--- src/inc/fe_ctrl_pkg.sv ---
// Purpose: Shared constants and types of the front end control registers.
// Assumes: Serial-bus subaddresses 00h to 02h, 8-bit registers.
// Notes:   Holds offsets, field positions, reset values and codes.
`default_nettype none

package fe_ctrl_pkg;

  // ********************************************************************
  // Serial bus
  // ********************************************************************
  localparam logic [6:0] DEV_ADDR_DEFAULT = 7'h21;
  localparam logic       RW_READ          = 1'b1;
  localparam logic [2:0] LAST_BIT         = 3'h7;

  // ********************************************************************
  // Subaddresses
  // ********************************************************************
  localparam logic [7:0] SUB_SILICON_VERSION = 8'h00;
  localparam logic [7:0] SUB_GAIN_DELAY      = 8'h01;
  localparam logic [7:0] SUB_INPUT_SELECT    = 8'h02;

  // ********************************************************************
  // Field positions
  // ********************************************************************
  localparam int VERSION_LSB = 4;
  localparam int VERSION_MSB = 7;
  localparam int WPD_BIT     = 6;
  localparam int HYST_LSB    = 4;
  localparam int HYST_MSB    = 5;
  localparam int DELAY_LSB   = 0;
  localparam int DELAY_MSB   = 3;
  localparam int FSEL_LSB    = 6;
  localparam int FSEL_MSB    = 7;
  localparam int MODE_LSB    = 0;
  localparam int MODE_MSB    = 5;

  // ********************************************************************
  // Reset values and masks
  // ********************************************************************
  // Arbitrary version value, not tied to any real part
  localparam logic [3:0] SILICON_VERSION_DEFAULT = 4'h1;
  localparam logic [7:0] GAIN_DELAY_RESET        = 8'h07;
  localparam logic [7:0] GAIN_DELAY_MASK         = 8'h7f;
  localparam logic [7:0] INPUT_SELECT_RESET      = 8'h00;
  localparam logic [7:0] UNMAPPED_READ           = 8'h00;

  // ********************************************************************
  // Codes
  // ********************************************************************
  localparam logic [3:0] DELAY_NO_UPDATE = 4'hf;
  localparam logic [3:0] DELAY_MIN_CODE  = 4'he;
  localparam logic [1:0] FSEL_AMP_ONLY   = 2'h2;
  localparam logic [1:0] FSEL_AMP_FILTER = 2'h3;
  localparam logic [5:0] MODE_CVBS_IN11  = 6'h00;
  localparam logic [5:0] MODE_CVBS_IN12  = 6'h01;
  localparam logic [5:0] MODE_CVBS_IN21  = 6'h02;

  typedef enum logic [3:0] {
    ST_IDLE,
    ST_ADDR,
    ST_ADDR_ACK,
    ST_SUB,
    ST_SUB_ACK,
    ST_WDATA,
    ST_WDATA_ACK,
    ST_RDATA,
    ST_RDATA_ACK
  } bus_state_t;

endpackage

`default_nettype wire

--- src/fe_ctrl_regfile.sv ---
// Purpose: Storage of the two writable and read-back of the three front end control registers.
// Assumes: One write strobe per received byte, address stable with it.
// Notes:   Read data is registered and follows the address one cycle late.
`timescale 1ns/1ps
`default_nettype none

module fe_ctrl_regfile
  import fe_ctrl_pkg::*;
(
  input  wire logic       i_clk,
  input  wire logic       i_reset,
  input  wire logic       i_wr_en,
  input  wire logic [7:0] i_addr,
  input  wire logic [7:0] i_wdata,
  input  wire logic [3:0] i_version,
  output logic      [7:0] o_rdata,
  output logic      [7:0] o_gain_delay,
  output logic      [7:0] o_input_select,
  output logic      [3:0] o_active_delay
);

  logic [7:0] gain_delay_q,   gain_delay_d;
  logic [7:0] input_select_q, input_select_d;
  logic [3:0] active_delay_q, active_delay_d;
  logic [7:0] rdata_q,        rdata_d;

  // ********************************************************************
  // Next values
  // ********************************************************************
  always_comb begin
    gain_delay_d   = gain_delay_q;
    input_select_d = input_select_q;
    active_delay_d = active_delay_q;
    // Version subaddress has no storage, so writes there fall away
    if (i_wr_en && i_addr == SUB_GAIN_DELAY) begin
      gain_delay_d = i_wdata & GAIN_DELAY_MASK;
      if (i_wdata[DELAY_MSB:DELAY_LSB] != DELAY_NO_UPDATE) begin
        active_delay_d = i_wdata[DELAY_MSB:DELAY_LSB];
      end
    end
    if (i_wr_en && i_addr == SUB_INPUT_SELECT) begin
      input_select_d = i_wdata;
    end
    case (i_addr)
      SUB_SILICON_VERSION: rdata_d = {i_version, 4'h0};
      SUB_GAIN_DELAY:      rdata_d = gain_delay_q;
      SUB_INPUT_SELECT:    rdata_d = input_select_q;
      default:             rdata_d = UNMAPPED_READ;
    endcase
  end

  // ********************************************************************
  // Registers
  // ********************************************************************
  always_ff @(posedge i_clk or posedge i_reset) begin
    if (i_reset) begin
      gain_delay_q   <= GAIN_DELAY_RESET;
      input_select_q <= INPUT_SELECT_RESET;
      active_delay_q <= GAIN_DELAY_RESET[DELAY_MSB:DELAY_LSB];
      rdata_q        <= UNMAPPED_READ;
    end else begin
      gain_delay_q   <= gain_delay_d;
      input_select_q <= input_select_d;
      active_delay_q <= active_delay_d;
      rdata_q        <= rdata_d;
    end
  end

  assign o_rdata        = rdata_q;
  assign o_gain_delay   = gain_delay_q;
  assign o_input_select = input_select_q;
  assign o_active_delay = active_delay_q;

endmodule

`default_nettype wire

--- src/fe_ctrl_top.sv ---
// Purpose: Serial-bus slave and decoded controls of the analog front end.
// Assumes: SCL and SDA sampled synchronously, each level held >= 2 clocks.
// Notes:   Subaddress auto-increments after every data byte.
// Behaviour
// Subaddress 00h upper nibble is silicon version, read only.
// White peak disable 0 attenuates over-white signal, 1 turns it off.
// Two-bit gain update hysteresis: off, one, two or three LSB.
// Increment delay: 1110 minimum, 0000 maximum, 1111 no update.
// Host should program increment delay only with recommended value 0111; the bench also writes 0000, 1110, 0011 and 1111.
// Function select: 00/01 bypass, 10 amplifier, 11 amplifier and filter.
// Mode codes 0, 1, 2 pick composite input 11, 12, 21, auto gain.
// Host avoids horizontal noise reduction while white peak is active.
// Host writes zero into every unused control bit.
`timescale 1ns/1ps
`default_nettype none

module fe_ctrl_top
  import fe_ctrl_pkg::*;
#(
  parameter logic [6:0] DEV_ADDR        = DEV_ADDR_DEFAULT,
  // Arbitrary value, replace with the real silicon version
  parameter logic [3:0] SILICON_VERSION = SILICON_VERSION_DEFAULT
)
(
  input  wire logic       i_clk,
  input  wire logic       i_reset,
  input  wire logic       i_scl,
  input  wire logic       i_sda,
  output logic            o_sda_out,
  output logic            o_sda_oe_n,
  output logic            o_white_peak_enable,
  output logic      [1:0] o_gain_update_hysteresis,
  output logic      [3:0] o_increment_delay,
  output logic      [3:0] o_processing_delay,
  output logic            o_amp_enable,
  output logic            o_aa_filter_enable,
  output logic      [5:0] o_input_mode,
  output logic            o_analog_input_eleven,
  output logic            o_analog_input_twelve,
  output logic            o_analog_input_twenty_one,
  output logic            o_cvbs_auto_gain
);

  // ********************************************************************
  // Line edges and bus conditions
  // ********************************************************************
  logic scl_q, sda_q;
  logic scl_rise, scl_fall, start_cond, stop_cond;

  always_ff @(posedge i_clk or posedge i_reset) begin
    if (i_reset) begin
      scl_q <= 1'b1;
      sda_q <= 1'b1;
    end else begin
      scl_q <= i_scl;
      sda_q <= i_sda;
    end
  end

  assign scl_rise   = i_scl & ~scl_q;
  assign scl_fall   = ~i_scl & scl_q;
  assign start_cond = i_scl & scl_q & sda_q & ~i_sda;
  assign stop_cond  = i_scl & scl_q & ~sda_q & i_sda;

  // ********************************************************************
  // Serial slave state machine
  // ********************************************************************
  bus_state_t state_q, state_d;
  logic [2:0] cnt_q,   cnt_d;
  logic [7:0] shift_q, shift_d;
  logic [7:0] sub_q,   sub_d;
  logic       done_q,  done_d;
  logic       rw_q,    rw_d;
  logic       drive_q, drive_d;
  logic       mack_q,  mack_d;
  logic       wr_en;
  logic [7:0] rdata;
  logic [7:0] gain_delay;
  logic [7:0] input_select;
  logic [3:0] active_delay;

  always_comb begin
    state_d = state_q;
    cnt_d   = cnt_q;
    shift_d = shift_q;
    sub_d   = sub_q;
    done_d  = done_q;
    rw_d    = rw_q;
    drive_d = drive_q;
    mack_d  = mack_q;
    wr_en   = 1'b0;
    // A repeated start or a stop aborts whatever byte is in flight
    if (stop_cond) begin
      state_d = ST_IDLE;
      drive_d = 1'b0;
    end else if (start_cond) begin
      state_d = ST_ADDR;
      cnt_d   = 3'h0;
      done_d  = 1'b0;
      drive_d = 1'b0;
    end else begin
      case (state_q)
        ST_ADDR, ST_SUB, ST_WDATA: begin
          if (scl_rise && !done_q) begin
            shift_d = {shift_q[6:0], i_sda};
            cnt_d   = cnt_q + 3'h1;
            done_d  = (cnt_q == LAST_BIT);
          end else if (scl_fall && done_q) begin
            done_d  = 1'b0;
            cnt_d   = 3'h0;
            drive_d = 1'b1;
            if (state_q == ST_ADDR) begin
              if (shift_q[7:1] == DEV_ADDR) begin
                rw_d    = shift_q[0];
                state_d = ST_ADDR_ACK;
              end else begin
                drive_d = 1'b0;
                state_d = ST_IDLE;
              end
            end else if (state_q == ST_SUB) begin
              sub_d   = shift_q;
              state_d = ST_SUB_ACK;
            end else begin
              wr_en   = 1'b1;
              state_d = ST_WDATA_ACK;
            end
          end
        end
        ST_ADDR_ACK: begin
          if (scl_fall) begin
            if (rw_q == RW_READ) begin
              shift_d = rdata;
              drive_d = ~rdata[7];
              sub_d   = sub_q + 8'h01;
              cnt_d   = 3'h0;
              state_d = ST_RDATA;
            end else begin
              drive_d = 1'b0;
              state_d = ST_SUB;
            end
          end
        end
        ST_SUB_ACK, ST_WDATA_ACK: begin
          if (scl_fall) begin
            drive_d = 1'b0;
            state_d = ST_WDATA;
            if (state_q == ST_WDATA_ACK) begin
              sub_d = sub_q + 8'h01;
            end
          end
        end
        ST_RDATA: begin
          if (scl_rise && !done_q) begin
            cnt_d  = cnt_q + 3'h1;
            done_d = (cnt_q == LAST_BIT);
          end else if (scl_fall) begin
            if (done_q) begin
              done_d  = 1'b0;
              drive_d = 1'b0;
              state_d = ST_RDATA_ACK;
            end else begin
              shift_d = {shift_q[6:0], 1'b0};
              drive_d = ~shift_q[6];
            end
          end
        end
        ST_RDATA_ACK: begin
          if (scl_rise) begin
            mack_d = ~i_sda;
          end else if (scl_fall) begin
            if (mack_q) begin
              shift_d = rdata;
              drive_d = ~rdata[7];
              sub_d   = sub_q + 8'h01;
              cnt_d   = 3'h0;
              state_d = ST_RDATA;
            end else begin
              state_d = ST_IDLE;
            end
          end
        end
        default: begin
          state_d = ST_IDLE;
          drive_d = 1'b0;
        end
      endcase
    end
  end

  always_ff @(posedge i_clk or posedge i_reset) begin
    if (i_reset) begin
      state_q <= ST_IDLE;
      cnt_q   <= 3'h0;
      shift_q <= 8'h00;
      sub_q   <= 8'h00;
      done_q  <= 1'b0;
      rw_q    <= 1'b0;
      drive_q <= 1'b0;
      mack_q  <= 1'b0;
    end else begin
      state_q <= state_d;
      cnt_q   <= cnt_d;
      shift_q <= shift_d;
      sub_q   <= sub_d;
      done_q  <= done_d;
      rw_q    <= rw_d;
      drive_q <= drive_d;
      mack_q  <= mack_d;
    end
  end

  // Open drain: the data line is only ever pulled low
  assign o_sda_out  = 1'b0;
  assign o_sda_oe_n = ~drive_q;

  // ********************************************************************
  // Register storage
  // ********************************************************************
  fe_ctrl_regfile fe_ctrl_regfile_inst (
    .i_clk          (i_clk),
    .i_reset        (i_reset),
    .i_wr_en        (wr_en),
    .i_addr         (sub_q),
    .i_wdata        (shift_q),
    .i_version      (SILICON_VERSION),
    .o_rdata        (rdata),
    .o_gain_delay   (gain_delay),
    .o_input_select (input_select),
    .o_active_delay (active_delay)
  );

  // ********************************************************************
  // Decoded front end controls
  // ********************************************************************
  logic       wpe_q,  wpe_d;
  logic [1:0] hyst_q, hyst_d;
  logic [3:0] incd_q, incd_d;
  logic [3:0] pdel_q, pdel_d;
  logic       amp_q,  amp_d;
  logic       aaf_q,  aaf_d;
  logic [5:0] mode_q, mode_d;
  logic [2:0] sel_q,  sel_d;
  logic       agc_q,  agc_d;
  logic [1:0] fsel;

  always_comb begin
    fsel   = input_select[FSEL_MSB:FSEL_LSB];
    wpe_d  = ~gain_delay[WPD_BIT];
    hyst_d = gain_delay[HYST_MSB:HYST_LSB];
    incd_d = active_delay;
    // Steps above the minimum; a held 1111 never reaches here
    pdel_d = DELAY_MIN_CODE - active_delay;
    amp_d  = (fsel == FSEL_AMP_ONLY) || (fsel == FSEL_AMP_FILTER);
    aaf_d  = (fsel == FSEL_AMP_FILTER);
    mode_d = input_select[MODE_MSB:MODE_LSB];
    sel_d  = {mode_d == MODE_CVBS_IN21,
              mode_d == MODE_CVBS_IN12,
              mode_d == MODE_CVBS_IN11};
    agc_d  = |sel_d;
  end

  always_ff @(posedge i_clk or posedge i_reset) begin
    if (i_reset) begin
      wpe_q  <= 1'b1;
      hyst_q <= 2'h0;
      incd_q <= 4'h0;
      pdel_q <= 4'h0;
      amp_q  <= 1'b0;
      aaf_q  <= 1'b0;
      mode_q <= 6'h00;
      sel_q  <= 3'h0;
      agc_q  <= 1'b0;
    end else begin
      wpe_q  <= wpe_d;
      hyst_q <= hyst_d;
      incd_q <= incd_d;
      pdel_q <= pdel_d;
      amp_q  <= amp_d;
      aaf_q  <= aaf_d;
      mode_q <= mode_d;
      sel_q  <= sel_d;
      agc_q  <= agc_d;
    end
  end

  assign o_white_peak_enable       = wpe_q;
  assign o_gain_update_hysteresis  = hyst_q;
  assign o_increment_delay         = incd_q;
  assign o_processing_delay        = pdel_q;
  assign o_amp_enable              = amp_q;
  assign o_aa_filter_enable        = aaf_q;
  assign o_input_mode              = mode_q;
  assign o_analog_input_eleven     = sel_q[0];
  assign o_analog_input_twelve     = sel_q[1];
  assign o_analog_input_twenty_one = sel_q[2];
  assign o_cvbs_auto_gain          = agc_q;

endmodule

`default_nettype wire

--- config.mk ---
export PLATFORM = sky130hd
export DESIGN_NAME = fe_ctrl_top
export DESIGN_NICKNAME = d
export VERILOG_FILES = /design/src/inc/fe_ctrl_pkg.sv /design/src/fe_ctrl_regfile.sv /design/src/fe_ctrl_top.sv
export SDC_FILE = /design/constraint.sdc
export NUM_CORES = 1
export LEC_CHECK = 0
export ABC_AREA = 1
export BUFFER_PORTS_ARGS = -buffer_cell sky130_fd_sc_hd__clkbuf_2
export CORE_UTILIZATION = 45
export CTS_CLUSTER_DIAMETER = 50
export DETAILED_ROUTE_END_ITERATION = 10
export GPL_TIMING_DRIVEN = 0
export PLACE_DENSITY = 0.71
export SYNTH_ARGS = -nofsm -noshare
export SYNTH_HDL_FRONTEND = slang
export SYNTH_SLANG_ARGS = --single-unit
--- constraint.sdc ---
create_clock -name i_clk -period 2.4 [get_ports i_clk]
set_input_delay 0.24 -clock i_clk [delete_from_list [all_inputs] [get_ports i_clk]]
set_output_delay 0.24 -clock i_clk [all_outputs]
set_load 0.02 [all_outputs]
==> impl_metrics.sql, run 1 <==
INSERT INTO impl_metrics (metric_group, metric, value, unit) VALUES
('worst_setup_path', 'worstSetupEndpointType', 'flip-flop', ''),
('global_routing', 'vias_in_the_first_global_route', '2966', ''),
('final_layout', 'final_common_cell', 'sky130_fd_sc_hd__nand2_1', ''),
('worst_setup_path', 'critical_path_buf_inv_count', '4', ''),
('final_layout', 'most_used_cells_in_the_layout_excluding_fill_and_tap_cells', 'sky130_fd_sc_hd__nand2_1 (146), sky130_fd_sc_hd__dfrtp_1 (69), sky130_fd_sc_hd__inv_1 (50)', ''),
('clock_network', 'htree_levels', '3', ''),
('worst_setup_path', 'critical-path-slowest-cell', 'sky130_fd_sc_hd__dlygate4sd3_1', ''),
('power', 'power_density', '998', 'mW/mm^2'),
('die', 'dieArea', '0.00930', 'mm^2'),
('timing', 'final-max-slew-violation-count', '0', ''),
('yosys', 'synth-edff-count', '0', ''),
('yosys', 'synthArstFlopShare', '100', '%'),
('yosys', 'ys_ff_latch', '78', ''),
('worst_setup_path', 'critPathRequiredTime', '2.65', 'ns'),
('worst_setup_path', 'setup.worst_path.start_class', 'primary input', ''),
('yosys', 'synth-seq-area-share', '48.9', '%'),
('worst_setup_path', 'cp.arrival', '2.15', 'ns'),
('final_layout', 'multi_input_logic_area', '0.00177', 'mm^2'),
('yosys', 'synth_top_cells_by_area', 'sky130_fd_sc_hd__dfrtp_1 (43%), sky130_fd_sc_hd__nand2_1 (14%), sky130_fd_sc_hd__nand3_1 (6.0%)', ''),
('worst_setup_path', 'critPathKind', 'primary input to flip-flop', ''),
('clock_network', 'num_clock_sinks', '78', ''),
('route', 'detail_route.iter0.violations', '218', ''),
('yosys', 'synth-compound-area-share', '7.54', '%'),
('yosys', 'synth_adder_area_share', '2.18', '%'),
('final_layout', 'final.fill_count', '837', ''),
('clock_network', 'clock_buffers_created_by_tritoncts', '9', ''),
('min_path', 'hold_path_class', 'primary input to asynchronous set/reset pin', ''),
('global_routing', 'first_pass_grt_wire_length', '14000', 'um'),
('route', 'wire_per_inst', '13.2', 'um'),
('placement', 'routabilityCongestion', '0.843', ''),
('clock_network', 'postCtsSetupRepairBufs', '0', ''),
('die', 'num_io_pins', '29', ''),
('clock_network', 'cts_tree', 'built', ''),
('route', 'drt_pass1_iterations', '4', ''),
('clock_network', 'cts-root-to-sink-buffers', '2', ''),
('global_routing', 'gr-usage-all-layers', '20.0', '%'),
('yosys', 'synth_simple_gate_area_share', '33.2', '%'),
('outcome', 'outcome', 'finished, final reports clean', ''),
('yosys', 'synth_cell_types', '36', ''),
('die', 'die_w', '96.5', 'um'),
('route', 'drc', '0', ''),
('timing', 'fin_worst_skew', '0.0121', 'ns'),
('route', 'drt.antenna.violating_nets', '0', ''),
('timing', 'max_freq', '527', 'MHz'),
('die', 'coreArea', '0.00868', 'mm^2'),
('timing', 'setup_repair_after_global_routing_missed_its_margin', 'no', ''),
('yosys', 'mappedNetlistArea', '0.00402', 'mm^2'),
('yosys', 'synth_xor_xnor_area_share', '1.09', '%'),
('yosys', 'multiplexer_area_fraction_after_synthesis', '0', '%'),
('die', 'dieHeight', '96.5', 'um'),
('global_routing', 'globalRouteOverflowTotal', '0', ''),
('final_layout', 'finalNonFillerCells', '640', ''),
('timing', 'setup_tns_after_final_layout', '0', 'ns'),
('placement', 'dp_cells', '621', ''),
('route', 'postRouteWirelength', '8440', 'um'),
('flow_run', 'max-cap-violations', '0', ''),
('final_layout', 'post_route_cells_drive_above_1_share', '20.3', '%'),
('timing', 'final_min_period_over_clock_period', '79.0', '%'),
('route', 'num_vias', '3151', ''),
('global_routing', 'largest_net_degree_at_the_start_of_global_routing', '59', ''),
('timing', 'shortest_clock_period_the_worst_path_allows_after_layout', '1.90', 'ns'),
('final_layout', 'layout-area-overhead-vs-synth', '12.7', '%'),
('yosys', 'synth_largest_area_cell', 'sky130_fd_sc_hd__dfrtp_1', ''),
('final_layout', 'final_core_utilization', '52.1', '%'),
('final_layout', 'register_area', '0.00196', 'mm^2'),
('yosys', 'synth_warnings', '0', ''),
('yosys', 'yosys.area.top_type_share', '43.0', '%'),
('yosys', 'syn_nets', '496', ''),
('placement', 'hpwl', '6180', 'um'),
('yosys', 'synth-main-ff-cell', 'sky130_fd_sc_hd__dfrtp_1', ''),
('die', 'placement_rows', '34', '');
==> registers in the layout, summed over array words and instances (netlist names), 2 cells and up <==
| name | count |
|---|---|
| fe_ctrl_regfile_inst.o_gain_delay | 7 |
| fe_ctrl_regfile_inst.o_rdata | 8 |
| fe_ctrl_regfile_inst.o_active_delay | 4 |
| cnt_q | 3 |
| o_processing_delay | 4 |
| fe_ctrl_regfile_inst.o_input_select | 8 |
| state_q | 4 |
| o_gain_update_hysteresis | 2 |
| o_increment_delay | 3 |
| shift_q | 8 |
| sel_q | 3 |
| o_input_mode | 6 |
| sub_q | 8 |
==> stage by stage <==
stage	hold slack (ns)	power, mW	area [um^2]	worst slack (ns)
2_1_floorplan	0.244	3.17	4020	0.180
3_5_place_dp	0.206	3.60	4320	0.588
4_1_cts	0.376	4.53	4520	0.493
5_1_grt	0.407	4.83	4520	0.356
3_3_place_gp	0.354	3.56	4290	-0.649
6_report	0.366	4.52	4520	0.503
==> logic make-up (layout without fill, tap and decap cells) <==
logic type               Yosys count  after routing
AND/OR/NAND/NOR                  278            278
flip-flops                        78             78
buffers and inverters             64            111
AO/OA/AOI/OAI                     52             52
adder cells (fa/ha/maj)            7              7
XOR/XNOR                           5              5
other                              1              1
==> where the power goes <==
part / leakage [nW] / switching [mW] / internal [mW] / total [mW]
logic: 1.21 / 1.29 / 0.625 / 1.92
clock network: 0.0923 / 0.537 / 0.390 / 0.927
registers: 1.00 / 0.175 / 1.50 / 1.67
total: 2.31 / 2.00 / 2.51 / 4.52
==> final timing paths <==
check	from	endpoint	slack (ns)	cells after the start
min in group i_clk	fe_ctrl_regfile_inst.o_input_select[0]$_DFFE_PP0P_	o_input_mode[0]$_DFF_PP0_	0.42	0
hold reg to reg	fe_ctrl_regfile_inst.o_input_select[0]$_DFFE_PP0P_	o_input_mode[0]$_DFF_PP0_	0.42	0
setup / recovery	i_scl	sub_q[7]$_DFFE_PP0P_	0.50	12
max in group asynchronous	i_reset	o_white_peak_enable$_DFF_PP1_	1.41	4
setup reg to reg	scl_q$_DFF_PP1_	sub_q[7]$_DFFE_PP0P_	0.58	9
hold / removal	i_reset	state_q[2]$_DFFE_PP0P_	0.37	3
==> worst min-delay path, cell delays in order <==
cell	delay (ns)
sky130_fd_sc_hd__dlygate4sd3_1	0.54
sky130_fd_sc_hd__clkbuf_2	0.12
sky130_fd_sc_hd__inv_4	0.23
==> timing repair <==
item                                   CTS  global route
endpoints found under the hold margin   20             0
setup endpoints to repair                0             0
hold buffers                             3             0
==> cell type report <==
type | count | area share, %
Tap cell | 108 | 2.99
Buffer | 8 | 1.58
Timing Repair Buffer | 31 | 4.26
Sequential cell | 78 | 43.4
Multi-Input combinational cell | 343 | 39.1
Clock buffer | 9 | 2.74
Inverter | 56 | 4.70
Clock inverter | 7 | 1.22
==> synthesized netlist by cell type (5+ instances only) <==
library cell,count
sky130_fd_sc_hd__nand2_1,146
sky130_fd_sc_hd__o21ai_0,24
sky130_fd_sc_hd__inv_1,51
sky130_fd_sc_hd__ha_1,7
sky130_fd_sc_hd__dfstp_2,9
sky130_fd_sc_hd__nor2_1,41
sky130_fd_sc_hd__nand3_1,48
sky130_fd_sc_hd__nor2_2,9
sky130_fd_sc_hd__dfrtp_1,69
sky130_fd_sc_hd__o21ai_1,13
sky130_fd_sc_hd__inv_2,5
sky130_fd_sc_hd__nand2_2,10
==> routing by layer <==
layer,GRT usage (%),wire (um)
met5,0,0
met4,9.31,149
met3,3.36,294
met2,31.5,3850
met1,26.8,4140
No activity file was read; power rests on OpenSTA's default activity.
==> inputs of run 2 (changes only) <==
- PLACE_DENSITY: 0.71 -> 0.74
- clock period: 2.4 -> 1.7 ns (I/O delays scaled with it)
==> impl_metrics.sql, run 2 (synthesis gave the netlist of run 1 again) <==
INSERT INTO impl_metrics (metric_group, metric, value, unit) VALUES
('placement', 'dp_cells', '621', ''),
('worst_setup_path', 'crit_path_max_incr_delay', '0.60', 'ns'),
('die', 'start_util', '46.3', '%'),
('min_path', 'hold_path_class', 'primary input to flip-flop', ''),
('route', 'drc', '0', ''),
('die', 'dieHeight', '96.5', 'um'),
('worst_setup_path', 'crit_path_cell_trace', 'nand2_4 > nor2_4 > inv_2 > nand2_4 > nand3_4 > nor2_4 > nand2_4 > nand2_1 > nand2_1', ''),
('worst_setup_path', 'timing.critical_path.fanout_max', '8', ''),
('final_layout', 'final.fill_count', '766', ''),
('clock_network', 'clk_pin_slew_worst_paths', '0.10', 'ns'),
('timing', 'worst_setup_slack_final', '0.0175', 'ns'),
('worst_setup_path', 'critical-path-slowest-cell', 'sky130_fd_sc_hd__dfstp_2', ''),
('final_layout', 'post_route_cells_drive_above_1_share', '26.4', '%'),
('die', 'placement_rows', '34', ''),
('flow_run', 'max-cap-violations', '0', ''),
('outcome', 'outcome', 'finished, final reports clean', ''),
('worst_setup_path', 'critPathKind', 'flip-flop to flip-flop', ''),
('worst_setup_path', 'cp_depth', '9', ''),
('route', 'drt.antenna.violating_nets', '0', ''),
('worst_setup_path', 'critical_path.startpoint', 'scl_q$_DFF_PP1_', ''),
('worst_setup_path', 'setup.worst_path.start_class', 'flip-flop', ''),
('worst_setup_path', 'r2r_cells', '9', ''),
('power', 'leakagePower', '2.46', 'nW'),
('final_layout', 'layout-area-overhead-vs-synth', '20.5', '%'),
('clock_network', 'clock_buffers_created_by_tritoncts', '9', ''),
('route', 'postRouteWirelength', '8810', 'um'),
('final_layout', 'final_core_utilization', '55.8', '%'),
('route', 'num_vias', '3370', ''),
('route', 'drt_pass1_iterations', '5', ''),
('timing', 'worst_slew_margin_rel', '40.7', '%'),
('timing', 'fin_worst_skew', '0.0142', 'ns'),
('timing', 'shortest_clock_period_the_worst_path_allows_after_layout', '1.68', 'ns'),
('final_layout', 'design.final.nets', '558', ''),
('worst_setup_path', 'worstSetupEndpointType', 'flip-flop', ''),
('global_routing', 'vias_in_the_first_global_route', '2792', ''),
('clock_network', 'cts_tree', 'built', ''),
('worst_setup_path', 'reg2reg_slack', '0.02', 'ns'),
('die', 'dieArea', '0.00930', 'mm^2'),
('global_routing', 'globalRouteOverflowTotal', '0', ''),
('timing', 'finalHoldViolations', '0', ''),
('route', 'vias_per_cell', '5.11', ''),
('route', 'wire_per_inst', '13.4', 'um'),
('die', 'num_io_pins', '29', ''),
('clock_network', 'htree_levels', '3', ''),
('die', 'die_w', '96.5', 'um'),
('power', 'totalPowerFinal', '6.90', 'mW'),
('global_routing', 'largest_net_degree_at_the_start_of_global_routing', '41', ''),
('clock_network', 'cts-root-to-sink-buffers', '2', ''),
('worst_setup_path', 'critPathRequiredTime', '1.96', 'ns'),
('global_routing', 'gr-usage-all-layers', '18.9', '%'),
('clock_network', 'clkLatencyLatePin', '0.37', 'ns'),
('global_routing', 'first_pass_grt_wire_length', '13300', 'um'),
('power', 'power_density', '1430', 'mW/mm^2'),
('timing', 'final-max-slew-violation-count', '0', ''),
('timing', 'setup_viol_count_final', '0', ''),
('clock_network', 'clock_tree.root_cell', 'sky130_fd_sc_hd__clkbuf_8', ''),
('timing', 'final_min_period_over_clock_period', '99.0', '%'),
('timing', 'setup_tns_after_final_layout', '0', 'ns'),
('route', 'detail_route.iter0.violations', '289', ''),
('power', 'vdd_drop_max', '0.605', 'mV'),
('min_path', 'hold_path_startpoint', 'i_scl', ''),
('global_routing', 'antenna_found_initial', '0', ''),
('min_path', 'hold_depth', '5', ''),
('worst_setup_path', 'cp.arrival', '1.94', 'ns'),
('die', 'coreArea', '0.00868', 'mm^2'),
('placement', 'numPortBuffers', '27', ''),
('worst_setup_path', 'cpLargestDelayFamily', 'simple AND/OR/NAND/NOR gates', ''),
('clock_network', 'num_clock_sinks', '78', ''),
('placement', 'routabilityCongestion', '0.887', ''),
('placement', 'hpwl', '6050', 'um'),
('final_layout', 'most_used_cells_in_the_layout_excluding_fill_and_tap_cells', 'sky130_fd_sc_hd__nand2_1 (142), sky130_fd_sc_hd__dfrtp_1 (66), sky130_fd_sc_hd__inv_1 (47)', ''),
('worst_setup_path', 'worst_path_most_repeated_cell', 'sky130_fd_sc_hd__nand2_4', ''),
('timing', 'max_freq', '594', 'MHz'),
('worst_setup_path', 'startpoint_of_the_most_critical_register_to_register_path', 'scl_q$_DFF_PP1_', ''),
('worst_setup_path', 'critical_path_buf_inv_count', '1', ''),
('timing', 'worst_pin_slew', '0.888', 'ns'),
('placement', 'dpl_worst_slack', '-0.136', 'ns'),
('final_layout', 'antenna_cells', '0', ''),
('final_layout', 'final_common_cell', 'sky130_fd_sc_hd__nand2_1', ''),
('timing', 'setup_repair_after_global_routing_missed_its_margin', 'yes', ''),
('final_layout', 'finalNonFillerCells', '660', '');
==> run 2: cell count changes in the layout (fill, tap and decap cells not counted), moves of 3 or more <==
cell                      previous run  this run
sky130_fd_sc_hd__buf_4               3        20
sky130_fd_sc_hd__dfrtp_1            69        66
sky130_fd_sc_hd__dfrtp_2             0         3
sky130_fd_sc_hd__inv_1              50        47
sky130_fd_sc_hd__nand2_1           146       142
sky130_fd_sc_hd__nand2_2            10         7
sky130_fd_sc_hd__nand2_4             4        11
sky130_fd_sc_hd__nand3_1            48        45
sky130_fd_sc_hd__nand3_4             1         4
sky130_fd_sc_hd__nor2_1             41        37
sky130_fd_sc_hd__nor2_4              4        11
==> run 2: where the power goes <==
part | total (mW) | switching, mW | internal, mW
Combinational | 3.16 | 2.02 | 1.13
Clock | 1.35 | 0.787 | 0.566
Sequential | 2.39 | 0.271 | 2.12
==> run 2: worst paths after layout <==
| path | endpoint |
|---|---|
| worst max register to register | sub_q[6]$_DFFE_PP0P_ |
| min in group asynchronous | mack_q$_DFFE_PP0P_ |
| worst max-delay path | sub_q[6]$_DFFE_PP0P_ |
| worst min register to register | o_input_mode[0]$_DFF_PP0_ |
| worst min-delay path | done_q$_DFFE_PP0P_ |
| max in group asynchronous | fe_ctrl_regfile_inst.o_gain_delay[2]$_DFFE_PP1P_ |
==> run 2: cell type report <==
cell class | instances | area, um^2 | area share, %
Tap cell | 108 | 135 | 2.79
Clock inverter | 7 | 62.6 | 1.29
Inverter | 56 | 219 | 4.53
Clock buffer | 9 | 124 | 2.56
Timing Repair Buffer | 50 | 344 | 7.11
Buffer | 8 | 71.3 | 1.47
Multi-Input combinational cell | 344 | 1920 | 39.6
Sequential cell | 78 | 1970 | 40.7
==> run 2: routing by layer <==
| layer | vias up | global-route usage (%) | share of wire [%] |
|---|---|---|---|
| met2 | 119 | 29.2 | 46 |
| met3 | 15 | 4.07 | 5.7 |
| met4 | 0 | 6.13 | 1.3 |
| li1 | 1667 | - | - |
| met1 | 1569 | 26.4 | 47 |
| met5 | - | 0 | 0 |
==> run 2: what timing repair did <==
action | in CTS | in global routing
resized for setup | 6 | 35
hold buffers | 3 | 0
endpoints found under the setup margin | 10 | 36
pin swaps | 3 | 17
hold endpoints to repair | 21 | 0
gates cloned | 1 | 0
setup buffers | 0 | 19
==> run 2: worst register-to-register path, cell delays in order, from the launching register on <==
cell,delay (ns)
sky130_fd_sc_hd__dfstp_2,0.60
sky130_fd_sc_hd__nand2_4,0.11
sky130_fd_sc_hd__nor2_4,0.14
sky130_fd_sc_hd__inv_2,0.06
sky130_fd_sc_hd__nand2_4,0.09
sky130_fd_sc_hd__nand3_4,0.09
sky130_fd_sc_hd__nor2_4,0.23
sky130_fd_sc_hd__nand2_4,0.12
sky130_fd_sc_hd__nand2_1,0.07
sky130_fd_sc_hd__nand2_1,0.05
==> run 2: stage by stage <==
step	instance area, um^2	hold WS, ns
floorplan	4020	0.174
global placement	4290	0.287
detailed placement	4310	0.291
CTS	4560	0.297
global route	4840	0.403
finish	4840	0.323
